`src/core/timer_pkg.sv`:
```
// Package for the general timer: register indices, byte addresses,
// configuration field positions and reset values.
// Assumes a 32-bit register port whose byte address is four times the index.
package timer_pkg;
    // ------------------------------------------------------------
    // Register indices and byte addresses
    // ------------------------------------------------------------
    localparam int ADDR_W = 17;
    localparam logic [15:0] IDX_CAPB = 16'h4504; // Capture B result of timer 1.
    localparam logic [15:0] IDX_CNT = 16'h4580; // Live counter of timer 2.
    localparam logic [15:0] IDX_TOP = 16'h4586; // Threshold of timer 2.
    localparam logic [15:0] IDX_CFG = 16'h458c; // Configuration of timer 2.
    localparam logic [15:0] IDX_STAT = 16'h45a0; // Status of timer 2.
    localparam logic [ADDR_W-1:0] A_CAPB = {IDX_CAPB, 1'b0} << 1;
    localparam logic [ADDR_W-1:0] A_CNT = {IDX_CNT, 1'b0} << 1;
    localparam logic [ADDR_W-1:0] A_TOP = {IDX_TOP, 1'b0} << 1;
    localparam logic [ADDR_W-1:0] A_CFG = {IDX_CFG, 1'b0} << 1;
    localparam logic [ADDR_W-1:0] A_STAT = {IDX_STAT, 1'b0} << 1;

    // ------------------------------------------------------------
    // Configuration fields
    // ------------------------------------------------------------
    localparam int B_GATE = 12;
    localparam int B_RUN = 11;
    localparam int B_ALT = 10;
    localparam int B_DOWN = 9;
    localparam int B_SHOT = 8;
    localparam int B_DIV_HI = 7;
    localparam int B_DIV_LO = 4;
    localparam int B_FILT = 3;
    localparam int B_EDGE = 2;
    localparam int B_SRC_HI = 1;
    localparam int B_SRC_LO = 0;
    localparam int B_ST_DOWN = 0; // Status: counting downward now.
    localparam int B_ST_WRAP = 1; // Status: an end of range was reached.
    localparam int B_ST_RUN = 2; // Status: counting enabled.

    // ------------------------------------------------------------
    // Reset values and limits
    // ------------------------------------------------------------
    localparam logic [15:0] RST_CNT = 16'h0000;
    localparam logic [15:0] RST_TOP = 16'hffff;
    localparam logic [3:0] DIV_EXP_MAX = 4'ha;
    localparam int PRE_W = 10;
endpackage : timer_pkg

```
`src/core/general_timer_config_counter.sv`:
```
// Configuration and counting core of a 16-bit general timer, with the
// read-only capture B result of the sibling timer.
// Assumes clock sources and the gate arrive as pins, and the capture
// value comes from logic on core_clk.
//
// The address-and-strobe port was decided locally.
`timescale 1ns/10ps
module general_timer_config_counter
    import timer_pkg::*;
(
    input wire logic core_clk,
    input wire logic resetn,
    input wire logic [ADDR_W-1:0] reg_addr,
    input wire logic [31:0] reg_wdata,
    input wire logic reg_wr,
    input wire logic reg_rd,
    output logic [31:0] reg_rdata,
    input wire logic [3:0] clock_source_pins,
    input wire logic external_gate_pin,
    input wire logic [15:0] timer1_capture_b,
    output logic [15:0] count_out
);
    // ------------------------------------------------------------
    // Reset release
    // ------------------------------------------------------------
    logic [1:0] rst_pipe_q; // Release pipeline; assertion is immediate.
    logic rst_n; // Released reset used by the whole block.

    // Reset asserts at once and releases after two clock edges.
    always_ff @(posedge core_clk or negedge resetn) begin
        if (!resetn) begin
            rst_pipe_q <= 2'b00;
        end else begin
            rst_pipe_q <= {rst_pipe_q[0], 1'b1};
        end
    end
    assign rst_n = rst_pipe_q[1];

    // ------------------------------------------------------------
    // Pin synchronisers
    // ------------------------------------------------------------
    logic [3:0] src_sync; // Synchronised clock source levels.
    logic gate_sync; // Synchronised gate pin.

    sync2 #(.W(4)) u_src_sync (
        .core_clk(core_clk),
        .rst_n(rst_n),
        .async_in(clock_source_pins),
        .sync_out(src_sync)
    );
    sync2 #(.W(1)) u_gate_sync (
        .core_clk(core_clk),
        .rst_n(rst_n),
        .async_in(external_gate_pin),
        .sync_out(gate_sync)
    );

    // ------------------------------------------------------------
    // Registers
    // ------------------------------------------------------------
    logic [15:0] cnt_q; // Live counter.
    logic [15:0] top_q; // Top of the counting range.
    logic [15:0] cfg_q; // Configuration image, reserved bits zero.
    logic dir_down_q; // Current counting direction.
    logic wrap_seen_q; // An end of range was reached since last load.
    logic lvl_q; // Filtered source level.
    logic hist_q; // Previous raw sample, used by the glitch filter.
    logic [PRE_W-1:0] pre_q; // Prescaler count.
    logic [31:0] reg_rdata_q; // Read data, valid one cycle after strobe.

    // Named configuration fields.
    wire pin_gate_select = cfg_q[B_GATE];
    wire count_run = cfg_q[B_RUN];
    wire updown_alternate = cfg_q[B_ALT];
    wire start_direction = cfg_q[B_DOWN];
    wire single_period = cfg_q[B_SHOT];
    wire [3:0] clock_divider_exp = cfg_q[B_DIV_HI:B_DIV_LO];
    wire clock_glitch_filter = cfg_q[B_FILT];
    wire clock_edge_select = cfg_q[B_EDGE];
    wire [1:0] clock_source_select = cfg_q[B_SRC_HI:B_SRC_LO];

    // Address decode.
    wire hit_cnt = reg_addr == A_CNT;
    wire hit_top = reg_addr == A_TOP;
    wire hit_cfg = reg_addr == A_CFG;
    wire hit_capb = reg_addr == A_CAPB;
    wire hit_stat = reg_addr == A_STAT;
    wire wr_cnt = reg_wr && hit_cnt;
    wire wr_cfg = reg_wr && hit_cfg;

    // While running, a configuration write may only touch the run bit;
    // this keeps a careless write from corrupting a live count.
    wire [15:0] run_only = 16'h0001 << B_RUN; // Run bit alone.
    // Every writable field, gate select down to source select.
    wire [15:0] cfg_rw = (16'h0001 << (B_GATE + 1)) - 16'h0001;
    wire [15:0] cfg_wmask = count_run ? run_only : cfg_rw;
    wire [15:0] cfg_new = (cfg_q & ~cfg_wmask) | (reg_wdata[15:0] & cfg_wmask);
    wire run_start = wr_cfg && !count_run && cfg_new[B_RUN];

    // ------------------------------------------------------------
    // Clock source selection, filter and edge
    // ------------------------------------------------------------
    wire src_raw = src_sync[clock_source_select];
    // With the filter on, a level is accepted only after two equal samples.
    wire lvl_d = clock_glitch_filter ? ((src_raw == hist_q) ? src_raw : lvl_q)
                                     : src_raw;
    // Rising edge when the edge bit is clear, falling edge when set.
    wire src_edge = (lvl_d != lvl_q) && (lvl_d == !clock_edge_select);

    // ------------------------------------------------------------
    // Prescaler and gating
    // ------------------------------------------------------------
    wire [3:0] div_exp = (clock_divider_exp > DIV_EXP_MAX) ? DIV_EXP_MAX
                                                          : clock_divider_exp;
    wire [PRE_W-1:0] pre_lim = PRE_W'((1 << div_exp) - 1);
    wire gate_ok = !pin_gate_select || gate_sync;
    wire enabled = count_run && gate_ok;
    wire pre_tick = enabled && src_edge && (pre_q == pre_lim);

    // ------------------------------------------------------------
    // Counter step
    // ------------------------------------------------------------
    wire at_end = dir_down_q ? (cnt_q == 16'h0000) : (cnt_q == top_q);
    wire [15:0] cnt_up = cnt_q + 16'h0001;
    wire [15:0] cnt_dn = cnt_q - 16'h0001;
    // In alternate mode a period ends on the return leg.
    wire period_end = at_end && (!updown_alternate ||
                                 dir_down_q != start_direction);
    wire stop_now = pre_tick && single_period && period_end;

    logic [15:0] cnt_d;
    logic dir_d;
    // Next counter and direction.
    always_comb begin
        cnt_d = cnt_q;
        dir_d = dir_down_q;
        if (wr_cnt) begin
            cnt_d = reg_wdata[15:0];
            dir_d = start_direction;
        end else if (run_start) begin
            dir_d = cfg_new[B_DOWN];
        end else if (pre_tick) begin
            if (!at_end) begin
                cnt_d = dir_down_q ? cnt_dn : cnt_up;
            end else if (updown_alternate) begin
                // Turn round instead of wrapping.
                dir_d = !dir_down_q;
                if (top_q != 16'h0000) begin
                    cnt_d = dir_down_q ? cnt_up : cnt_dn;
                end
            end else begin
                cnt_d = dir_down_q ? top_q : 16'h0000;
            end
        end
    end

    // Counter, direction and wrap tracking.
    always_ff @(posedge core_clk or negedge rst_n) begin
        if (!rst_n) begin
            cnt_q <= RST_CNT;
            dir_down_q <= 1'b0;
            wrap_seen_q <= 1'b0;
        end else begin
            cnt_q <= cnt_d;
            dir_down_q <= dir_d;
            // A load restarts wrap tracking, so it wins here.
            wrap_seen_q <= !wr_cnt && (wrap_seen_q || (pre_tick && at_end));
        end
    end

    // Source filter and prescaler.
    always_ff @(posedge core_clk or negedge rst_n) begin
        if (!rst_n) begin
            lvl_q <= 1'b0;
            hist_q <= 1'b0;
            pre_q <= '0;
        end else begin
            lvl_q <= lvl_d;
            hist_q <= src_raw;
            if (!count_run || pre_tick) begin
                pre_q <= '0;
            end else if (enabled && src_edge) begin
                pre_q <= pre_q + PRE_W'(1);
            end
        end
    end

    // Configuration and threshold; single period mode clears the run bit.
    always_ff @(posedge core_clk or negedge rst_n) begin
        if (!rst_n) begin
            cfg_q <= 16'h0000;
            top_q <= RST_TOP;
        end else begin
            if (wr_cfg) begin
                cfg_q <= cfg_new;
            end else if (stop_now) begin
                cfg_q[B_RUN] <= 1'b0;
            end
            if (reg_wr && hit_top) begin
                top_q <= reg_wdata[15:0];
            end
        end
    end

    // ------------------------------------------------------------
    // Read path
    // ------------------------------------------------------------
    wire [15:0] stat_val = 16'({count_run, wrap_seen_q, dir_down_q});
    // Capture B is read only; no write path exists for it.
    wire [15:0] rd_mux = hit_cnt ? cnt_q :
                         hit_top ? top_q :
                         hit_cfg ? cfg_q :
                         hit_capb ? timer1_capture_b :
                         hit_stat ? stat_val : 16'h0000;

    // Read data stand only in the cycle after the strobe.
    always_ff @(posedge core_clk or negedge rst_n) begin
        if (!rst_n) begin
            reg_rdata_q <= 32'h0000_0000;
        end else begin
            reg_rdata_q <= reg_rd ? {16'h0000, rd_mux} : 32'h0000_0000;
        end
    end
    assign reg_rdata = reg_rdata_q;
    assign count_out = cnt_q;
endmodule : general_timer_config_counter

```
`src/core/sync2.sv`:
```
// Two-flop synchroniser for a group of asynchronous levels.
// Assumes the inputs are quasi-static relative to core_clk.
`timescale 1ns/10ps
module sync2 #(
    parameter int W = 1
) (
    input wire logic core_clk,
    input wire logic rst_n,
    input wire logic [W-1:0] async_in,
    output logic [W-1:0] sync_out
);
    // First stage, read only by the second stage.
    logic [W-1:0] meta_q;

    // Both stages clear under reset.
    always_ff @(posedge core_clk or negedge rst_n) begin
        if (!rst_n) begin
            meta_q <= '0;
            sync_out <= '0;
        end else begin
            meta_q <= async_in;
            sync_out <= meta_q;
        end
    end
endmodule : sync2

```
`config.mk`:
```
export PLATFORM = sky130hd
export DESIGN_NAME = general_timer_config_counter
export DESIGN_NICKNAME = d
export VERILOG_FILES = /design/src/core/timer_pkg.sv /design/src/core/general_timer_config_counter.sv /design/src/core/sync2.sv
export SDC_FILE = /design/constraint.sdc
export NUM_CORES = 1
export LEC_CHECK = 0
export BUFFER_PORTS_ARGS = -buffer_cell sky130_fd_sc_hd__buf_2
export CAP_MARGIN = 10
export CORE_ASPECT_RATIO = 1.2
export CORE_MARGIN = 2
export CORE_UTILIZATION = 40
export DETAILED_ROUTE_END_ITERATION = 10
export GPL_TIMING_DRIVEN = 0
export PLACE_DENSITY = 0.65
export SLEW_MARGIN = 20
export SYNTH_ARGS = -nofsm -noshare
export SYNTH_HDL_FRONTEND = slang
export SYNTH_SLANG_ARGS = --single-unit
export TNS_END_PERCENT = 50
```
`constraint.sdc`:
```
create_clock -name core_clk -period 6.6 [get_ports core_clk]
set_clock_uncertainty 0.05 [all_clocks]
set_input_delay 0.99 -clock core_clk [delete_from_list [all_inputs] [get_ports core_clk]]
set_output_delay 0.99 -clock core_clk [all_outputs]
set_load 0.01 [all_outputs]
```
Word level (Yosys, flattened, before mapping)
Index checks and enable logic that the tools add are counted.
{"block": "classes", "addsub": 4, "order_cmp": 2, "eq_ne": 13, "shift": 1, "n_mux": 31, "bitwise": 4, "n_reduce_logical": 34}
{"cell": "$mux W16", "count": 14}
{"cell": "$eq A17 B17 Y1 const B", "count": 5}
{"cell": "$mux W10", "count": 2}
{"cell": "$add A16 B1 Y16 const B", "count": 1}
{"cell": "$and A16 B13 Y16", "count": 1}
{"cell": "$and A16 B16 Y16", "count": 1}
{"cell": "$eq A16 B16 Y1", "count": 1}
{"cell": "$logic_not A16 Y1", "count": 1}
{"cell": "$not A13 Y16", "count": 1}
{"cell": "$or A16 B16 Y16", "count": 1}
{"cell": "$reduce_bool A16 Y1", "count": 1}
{"cell": "$sub A16 B1 Y16 const B", "count": 1}
{"cell": "$logic_and A1 B1 Y1", "count": 14}
{"cell": "$mux W13", "count": 1}
{"cell": "$mux W1", "count": 11}
{"cell": "$add A10 B1 Y10 const B", "count": 1}
{"cell": "$eq A10 B10 Y1", "count": 1}
{"cell": "$shl A1 B4 Y10 const A", "count": 1}
{"cell": "$sub A10 B2 Y10 const B", "count": 1}
{"cell": "$reduce_bool A3 Y1", "count": 3}
{"cell": "$logic_not A1 Y1", "count": 6}
{"cell": "$reduce_and A3 Y1", "count": 2}
{"cell": "$reduce_bool A2 Y1", "count": 3}
{"cell": "$gt A4 B4 Y1 const B", "count": 1}
{"cell": "9 further kinds", "count": 14}
{"block": "word_totals", "ff_bits": 90, "input_bits": 74, "output_inout_bits": 48, "elab_cells": 104}

Logic depth before layout (Yosys ltp)
Gate-level depths: netlist of the first run.
{"block": "logic_depth", "depth_word": 13, "ltp_mapped": 12, "depth_no_buf": 9}

Cells and area by module
From an unflattened synthesis of the first run, not the netlist that was laid out.
{"block": "hier_totals", "hier_cells": 643, "hier_area_um2": 5875.6}
{"mod": "general_timer_config_counter", "instances": 1, "cells_each": 633, "area_per_inst_um2": 5625.4, "seq_area_each_um2": 1946.9}
{"mod": "sync2 (u_src_sync)", "instances": 1, "cells_each": 8, "area_per_inst_um2": 200.2, "seq_area_each_um2": 200.2}
{"mod": "sync2 (u_gate_sync)", "instances": 1, "cells_each": 2, "area_per_inst_um2": 50.0, "seq_area_each_um2": 50.0}

Worst setup path after synthesis of the first run
OpenSTA, ideal clock, no wires.
{"block": "synth_path", "path_type": "register to register", "start": "register (tool-made name)", "end": "register cnt_q[11], in the netlist count_out[11]", "setup_time_ps": 118, "t_arrival_ps": 3009, "required_ps": 6432, "slack_ps": 3423, "stages_incl_launch_ff": 12, "n_path_buf": 2, "synth_period_minus_slack_ps": 3177, "cell_sequence": "dfrtp_1 -> buf_2 -> clkbuf_1 -> or4b_2 -> ha_1 -> or3_1 -> a21o_1 -> o211ai_1 -> nand4_4 -> or2_4 -> a31o_1 -> a21o_1"}
{"item": "to (signal assigned)", "line_no": "general_timer_config_counter.sv:164", "text": "cnt_q <= cnt_d;"}
{"item": "to (decl)", "line_no": "general_timer_config_counter.sv:61", "text": "logic [15:0] cnt_q;"}

==> implementation parameters, run 1 <==
Parameter                              Value

Run status
  Outcome ... complete, no violations

Layout
  Growth of design area from synthesis to finish ... 18.1%
  Inserted Diodes ... 0
  Share of cells above drive strength 1 ... 0.258
  Net count, final ... ~840
  Core utilization of the finished layout ... 0.484

Die
  Die area ... between 0.015 and 0.02 sq mm
  Die outline height ... around 140 um
  Floorplan Core Area ... about 0.014 sq mm
  Starting Density ... 0.409
  Std cell rows ... 48
  IO Pins ... around 120
  Die outline width ... about 110 um

GRT
  First-pass GRT wire length ... between 30,000 and 40,000 um
  All-layer global routing usage ... 0.268
  Number of global-route vias before repair ... 5,752
  Largest net degree at the start of global routing ... 48
  Total gr overflow ... 0
  Number of antenna violations at the first check in global routing ... 0

Clock network
  TritonCTS clock tree ... built
  Clock transition at the registers of the reported paths ... about 0.07 ns
  Number of buffers inserted during clock tree synthesis ... 9
  Post-CTS Resized ... 0
  H-tree levels ... 3
  Total number of clock tree sinks ... 87
  Clock buffer depth ... 2
  Post-CTS setup-driven buffer insertion count ... 0
  CTS Hold Buffers Added ... 0
  Root Buffer ... sky130_fd_sc_hd__clkbuf_16
  Clock latency of the later-clocked register in the worst-skew pair ... 0.35 ns

Setup path
  Worst setup path class ... flip-flop to flip-flop
  Element type at the critical path start ... flip-flop
  Endpoint of the worst-slack reg-to-reg timing path ... count_out[1]$_DFFE_PN0P_
  Data arrival time of the worst path ... around 3.8 ns
  Number of cell instances on the worst register-to-register path ... 11
  CP Capture Point ... count_out[1]$_DFFE_PN0P_
  Highest fanout seen on the critical path ... 10
  Type of destination of the critical path ... flip-flop
  Internal reg-to-reg setup slack ... about 3 ns
  Crit path required time ... around 6.8 ns

Timing
  Setup Total Neg Slack ... 0 ns
  Max-slew violations ... 0
  Maximum clock frequency ... 0.277 GHz
  Relative slew slack ... 0.292
  Final cycle utilization of the critical path ... 0.547
  Time the worst path needs with I/O delays and setup ... about 3.6 ns
  Worst-Margin Slew ... 1.05 ns
  Setup repair after global routing missed its margin ... false
  Final number of hold-violating endpoints ... 0
  Final setup violation count ... 0
  Worst path setup slack after routing ... 2.99 ns

Yosys
  Post-synth EDFFs ... 0
  Synth Area per Inst ... 9.19 sq um
  Post-synthesis instance area ... approximately 0.0059 sq mm
  Share of synthesized registers carrying an async set or reset ... 1.00
  Sequential share of the synthesized area ... 0.372
  Number of library cell types mapped by synthesis ... between 70 and 80
  Synthesized instance count ... about 640
  Top FF cell, synth ... sky130_fd_sc_hd__dfrtp_1
  Number of register bits inferred by synthesis ... just under 90
  Yosys warnings ... 0

Routing
  DRT Pass-1 Iters ... 8
  Via Count ... around 5.8k
  First DRT Iteration DRCs ... approximately 780
  Average wire length per cell after detail routing ... about 22 um
  Post-DRT Antenna Nets ... 0
  Vias per std cell ... ~6.2
  Drc violations ... 0
  Final WL ... 20,500 um

Placement
  Setup WS pre-CTS ... approximately 2.8 ns
  Number of buffer cells added on primary ports ... just under 90
  Post-detail-place hpwl ... ~16,000 um
  Global placer's final weighted congestion ... ~0.94

Run
  Max Cap Violations ... 0

Power and ir drop
  Pwr Density ... around 180 mW/mm^2
  Worst supply voltage drop on vdd ... between 0.00015 and 0.0002 V
  Total power ... between 1 and 1.5 mW
  Leakage power ... 3.00 nW

Worst hold path
  Min-Delay Path Class ... flip-flop to async pin
metrics by stage:
step	cells	hold WS [ns]	area [sq um]
3_3_place_gp	921	0.283	6620
4_1_cts	938	0.285	6970
3_5_place_dp	922	0.279	6650
2_1_floorplan	657	0.281	5960
6_report	938	0.254	6970
5_1_grt	938	0.307	6970
cells in the mapped netlist, types with 6 or more instances:
library cell	n	area share
sky130_fd_sc_hd__dfrtp_1	71	0.30
sky130_fd_sc_hd__nand2_1	65	0.041
sky130_fd_sc_hd__xnor2_1	33	0.049
sky130_fd_sc_hd__clkbuf_1	32	0.020
sky130_fd_sc_hd__o21ai_0	28	0.024
sky130_fd_sc_hd__mux2_2	25	0.048
sky130_fd_sc_hd__nand3_1	25	0.021
sky130_fd_sc_hd__nor2_1	23	0.015
sky130_fd_sc_hd__a21oi_1	20	0.017
sky130_fd_sc_hd__nand4_1	19	0.020
sky130_fd_sc_hd__nor3_1	18	0.015
sky130_fd_sc_hd__xor2_1	18	0.027
sky130_fd_sc_hd__buf_4	17	0.022
sky130_fd_sc_hd__dfstp_2	16	0.071
sky130_fd_sc_hd__a222oi_1	15	0.025
sky130_fd_sc_hd__a21boi_0	13	0.017
sky130_fd_sc_hd__mux2i_1	13	0.022
sky130_fd_sc_hd__inv_1	12	0.0076
sky130_fd_sc_hd__nor4_1	11	0.012
sky130_fd_sc_hd__or3_1	11	0.012
sky130_fd_sc_hd__buf_2	10	0.0085
sky130_fd_sc_hd__a31oi_1	9	0.0095
sky130_fd_sc_hd__and3_1	9	0.0095
sky130_fd_sc_hd__nor2b_1	8	0.0085
sky130_fd_sc_hd__nand2b_1	7	0.0074
sky130_fd_sc_hd__o22ai_1	7	0.0074
sky130_fd_sc_hd__o211ai_1	6	0.0076
how the worst min path moves through the flow:
| stage | startpoint | endpoint | slack [ns] | depth (start not counted) |
|---|---|---|---|---|
| after floorplan | rst_pipe_q[0]$_DFF_PN0_ | rst_pipe_q[1]$_DFF_PN0_ | 0.28 | 0 |
| after global placement | u_gate_sync.meta_q$_DFF_PN0_ | u_gate_sync.sync_out$_DFF_PN0_ | 0.28 | 0 |
| after detailed placement | rst_pipe_q[1]$_DFF_PN0_ | u_gate_sync.meta_q$_DFF_PN0_ | 0.28 | 0 |
| after CTS | rst_pipe_q[1]$_DFF_PN0_ | pre_q[0]$_DFFE_PN0P_ | 0.28 | 0 |
| after global routing | rst_pipe_q[1]$_DFF_PN0_ | pre_q[0]$_DFFE_PN0P_ | 0.31 | 0 |
| final | rst_pipe_q[1]$_DFF_PN0_ | u_gate_sync.meta_q$_DFF_PN0_ | 0.25 | 0 |
final cells by class:
cell class	instances	area (sq um)
Buffer	64	317
Clock buffer	11	253
Clock inverter	5	63.8
Fill cell	1426	7440
Inverter	12	45.0
Multi-Input combinational cell	494	3400
Sequential cell	87	2200
Tap cell	175	219
Timing Repair Buffer	90	473
power breakdown:
| part | internal (mW) | switching [mW] |
|---|---|---|
| Clock | 0.317 | 0.218 |
| Combinational | 0.0565 | 0.0669 |
| Sequential | 0.552 | 0.0260 |
| Total | 0.925 | 0.311 |
cells by family (layout without fill, tap and decap cells):
group                      after synthesis  after routing  share of synthesized area
and+or+nand+nor                        228            228                      0.218
muxes                                   39             39                     0.0736
adders and majority gates                4              4                    0.00848
AOI/OAI and AO/OA                      155            155                      0.190
DFF                                     87             87                      0.372
xor gates and xnor gates                51             51                     0.0757
other                                    2             17                    0.00127
buffers and inverters                   76            182                     0.0613
placed cells by master (no fill, tap or decap), drive strengths merged, types with 13 or more instances in the layout:
master  instances
dfstp          16
nand4          20
a222oi         15
nand2          66
a21boi         14
nor3           18
xnor2          33
clkbuf         43
o21ai          34
mux2i          13
inv            13
xor2           18
nor4           13
dfrtp          71
buf           122
mux2           25
nor2           23
conb           17
nand3          25
a21oi          20
metal layers:
| metal | vias up | wire [um] | global-route usage |
|---|---|---|---|
| met2 | 296 | 10400 | 0.460 |
| met5 | - | 0 | 0 |
| met4 | 0 | 840 | 0.119 |
| li1 | 2595 | - | - |
| met3 | 67 | 1330 | 0.0372 |
| met1 | 2821 | 7990 | 0.335 |
critical path: stages (launching register included):
cell                        delay (ns)
sky130_fd_sc_hd__dfrtp_1          0.35
sky130_fd_sc_hd__buf_2            0.16
sky130_fd_sc_hd__clkbuf_1         0.23
sky130_fd_sc_hd__or4b_2           0.72
sky130_fd_sc_hd__ha_1             0.28
sky130_fd_sc_hd__or3_1            0.37
sky130_fd_sc_hd__a21o_1           0.18
sky130_fd_sc_hd__o211ai_1         0.16
sky130_fd_sc_hd__nand4_4          0.22
sky130_fd_sc_hd__o21ai_2          0.46
sky130_fd_sc_hd__a2bb2oi_1        0.24
sky130_fd_sc_hd__nand2_1          0.08
(Power assumes the default switching activity.)
==> run 2: changes to the inputs <==
--- a/config.mk
+++ b/config.mk
@@ -12,7 +12,7 @@
 export CORE_UTILIZATION = 40
 export DETAILED_ROUTE_END_ITERATION = 10
 export GPL_TIMING_DRIVEN = 0
-export PLACE_DENSITY = 0.65
+export PLACE_DENSITY = 0.68
 export SLEW_MARGIN = 20
 export SYNTH_ARGS = -nofsm -noshare
 export SYNTH_HDL_FRONTEND = slang
==> constraint.sdc (replaced) <==
create_clock -name core_clk -period 3.3 [get_ports core_clk]
set_clock_uncertainty 0.05 [all_clocks]
set_input_delay 0.495 -clock core_clk [delete_from_list [all_inputs] [get_ports core_clk]]
set_output_delay 0.495 -clock core_clk [all_outputs]
set_load 0.01 [all_outputs]
==> run 2 against run 1 <==
Maximum frequency increased by 16%. Total power grew 97%. Global-route usage decreased by 2.2 points. Flip-flop and latch count did not move. Sequential power rose by 99%. Worst setup slack worse by 2.8 ns. Register-to-register slack worse by 2.8 ns. Combinational power increased by 97%. First-iteration DRC count shrank 30%. Wire length is 7.4% lower. Critical path type unchanged. Highest routed layer unchanged.
==> implementation parameters, run 2 (synthesized netlist as in run 1, its figures left out) <==
Parameter                              Value

Power and ir drop
  Total power ... 2.43 mW (+97%)
  Pwr Density ... 343 mW/mm^2 (+94%)
  Worst supply voltage drop on vdd ... 0.000253 V (+58%)
  Leakage power ... 3.05 nW (+1.8%)

Setup path
  Number of cell instances on the worst register-to-register path ... 11 (unchanged)
  Type of destination of the critical path ... flip-flop
  Highest fanout seen on the critical path ... 10 (unchanged)
  Worst setup path class ... flip-flop to flip-flop
  Endpoint of the worst-slack reg-to-reg timing path ... count_out[9]$_DFFE_PN0P_
  Element type at the critical path start ... flip-flop
  Data arrival time of the worst path ... 3.30 ns (-0.49 ns)
  CP Capture Point ... count_out[9]$_DFFE_PN0P_
  Internal reg-to-reg setup slack ... 0.19 ns (-2.80 ns)
  Crit path required time ... 3.49 ns (-3.29 ns)

Clock network
  Clock transition at the registers of the reported paths ... 0.07 ns (about the same)
  Clock latency of the later-clocked register in the worst-skew pair ... 0.35 ns (about the same)
  Root Buffer ... sky130_fd_sc_hd__clkbuf_16
  Total number of clock tree sinks ... 87 (unchanged)
  Number of buffers inserted during clock tree synthesis ... 9 (unchanged)
  Clock buffer depth ... 2 (unchanged)
  H-tree levels ... 3 (unchanged)
  TritonCTS clock tree ... built

Placement
  Post-detail-place hpwl ... 14,100 um (-11%)
  Number of buffer cells added on primary ports ... 89 (unchanged)
  Global placer's final weighted congestion ... 0.953 (+1.7%)

Die
  Std cell rows ... 48 (unchanged)
  Floorplan Core Area ... 0.0144 sq mm (unchanged)
  Die area ... 0.0157 sq mm (unchanged)
  Die outline height ... 137 um (unchanged)
  Die outline width ... 115 um (unchanged)
  Starting Density ... 0.409 (unchanged)
  IO Pins ... 122 (unchanged)

Routing
  Drc violations ... 0 (unchanged)
  DRT Pass-1 Iters ... 7 (-1)
  Via Count ... 5,741 (-0.66%)
  Average wire length per cell after detail routing ... 20.1 um (-8.2%)
  First DRT Iteration DRCs ... 545 (-30%)
  Post-DRT Antenna Nets ... 0 (unchanged)
  Vias per std cell ... 6.07 (-1.5%)
  Final WL ... 19,000 um (-7.4%)

Layout
  Commonest non-fill, non-tap cells in the layout ... 100 x sky130_fd_sc_hd__buf_2, 68 x sky130_fd_sc_hd__dfrtp_1, 65 x sky130_fd_sc_hd__nand2_1
  Growth of design area from synthesis to finish ... 20.0%
  Net count, final ... 844 (+0.96%)
  Inserted Diodes ... 0 (unchanged)
  Share of cells above drive strength 1 ... 0.276 (+0.0181)
  Commonest non-fill, non-tap cell in the layout ... sky130_fd_sc_hd__buf_2

Worst hold path
  Startpoint of the worst hold path ... external_gate_pin
  Min-Delay Path Class ... input pin to flip-flop

Timing
  Final number of hold-violating endpoints ... 0 (unchanged)
  Max-slew violations ... 0 (unchanged)
  Worst hold slack after final layout ... 0.198 ns (-0.0561 ns)
  Final setup violation count ... 0 (unchanged)
  Final cycle utilization of the critical path ... 0.943 (+0.395)
  Time the worst path needs with I/O delays and setup ... 3.11 ns (-0.501 ns)
  Maximum clock frequency ... 0.321 GHz (+16%)
  Relative slew slack ... 0.308 (+0.0160)
  Setup repair after global routing missed its margin ... false
  Worst-Margin Slew ... 1.03 ns (-0.0238 ns)

GRT
  First-pass GRT wire length ... 29,800 um (-7.7%)
  All-layer global routing usage ... 0.246 (-0.0219)
  Largest net degree at the start of global routing ... 45 (-6.3%)
  Number of antenna violations at the first check in global routing ... 1 (+1)
  Number of global-route vias before repair ... 5,476 (-4.8%)
  Total gr overflow ... 0 (unchanged)

Run
  Max Cap Violations ... 0 (unchanged)

Run status
  Outcome ... complete, no violations
run 2: cell types whose count changed in the layout (fill, tap and decap cells not counted), moves of 2 or more:
cell | previous run | this run
sky130_fd_sc_hd__buf_4 | 17 | 24
sky130_fd_sc_hd__clkbuf_1 | 32 | 27
sky130_fd_sc_hd__clkbuf_2 | 0 | 2
sky130_fd_sc_hd__clkinv_4 | 2 | 0
sky130_fd_sc_hd__dfrtp_1 | 70 | 68
sky130_fd_sc_hd__dfrtp_2 | 0 | 2
sky130_fd_sc_hd__inv_6 | 1 | 3
sky130_fd_sc_hd__inv_8 | 0 | 2
run 2: worst max-delay path, cell delays in order, from the launching register on:
cell                       delay (ns)
sky130_fd_sc_hd__dfrtp_1         0.43
sky130_fd_sc_hd__buf_2           0.21
sky130_fd_sc_hd__or4b_4          0.52
sky130_fd_sc_hd__ha_4            0.20
sky130_fd_sc_hd__or3_1           0.32
sky130_fd_sc_hd__a21o_1          0.16
sky130_fd_sc_hd__o211ai_1        0.16
sky130_fd_sc_hd__nand4_4         0.24
sky130_fd_sc_hd__nor3b_4         0.32
sky130_fd_sc_hd__buf_2           0.21
sky130_fd_sc_hd__buf_4           0.13
sky130_fd_sc_hd__a21oi_1         0.05
run 2: per-stage QoR:
| stage | util | cell area, sq um | std cells | TNS (ns) | setup slack, ns |
|---|---|---|---|---|---|
| 2_1_floorplan | - | 5960 | 657 | 0 | 0.123 |
| 3_3_place_gp | 0.459 | 6620 | 921 | -29.74 | -0.403 |
| 5_1_grt | 0.491 | 7080 | 946 | 0 | 0.0130 |
| 6_report | 0.491 | 7080 | 946 | 0 | 0.189 |
| 4_1_cts | 0.490 | 7060 | 945 | 0 | 0.0132 |
| 3_5_place_dp | 0.462 | 6650 | 922 | -2.28 | -0.209 |
run 2: cell type report:
type,instances,area (sq um)
Buffer,63,333
Clock buffer,9,225
Clock inverter,7,72.6
Fill cell,1399,7330
Inverter,12,45.0
Multi-Input combinational cell,494,3440
Sequential cell,87,2200
Tap cell,175,219
Timing Repair Buffer,99,541
run 2: where the power goes:
group	switching, mW	total [mW]	internal (mW)
clock network	0.498	1.03	0.536
registers	0.0513	1.15	1.10
logic	0.129	0.242	0.113
total	0.678	2.43	1.75
run 2: per-layer routing:
metal	vias up	track usage	share of wire
met3	64	0.0376	0.086
li1	2609	-	-
met1	2742	0.305	0.37
met2	326	0.414	0.49
met4	0	0.127	0.046
met5	-	0	0
run 2: worst min-delay path by stage:
stage / to / cells past startpoint
2_1_floorplan: rst_pipe_q[0]$_DFF_PN0_ / 0
3_3_place_gp: rst_pipe_q[0]$_DFF_PN0_ / 1
3_5_place_dp: rst_pipe_q[0]$_DFF_PN0_ / 1
4_1_cts: u_gate_sync.meta_q$_DFF_PN0_ / 1
5_1_grt: u_src_sync.meta_q[0]$_DFF_PN0_ / 1
6_report: u_gate_sync.meta_q$_DFF_PN0_ / 1
run 2: repair_timing:
action / 4_1_cts / 5_1_grt
buffers inserted: 5 / 2
cloned: 1 / 0
hold buffers: 1 / 0
resized for setup: 11 / 13
setup endpoints to repair: 18 / 28
pin swaps: 5 / 2
endpoints found under the hold margin: 2 / 0
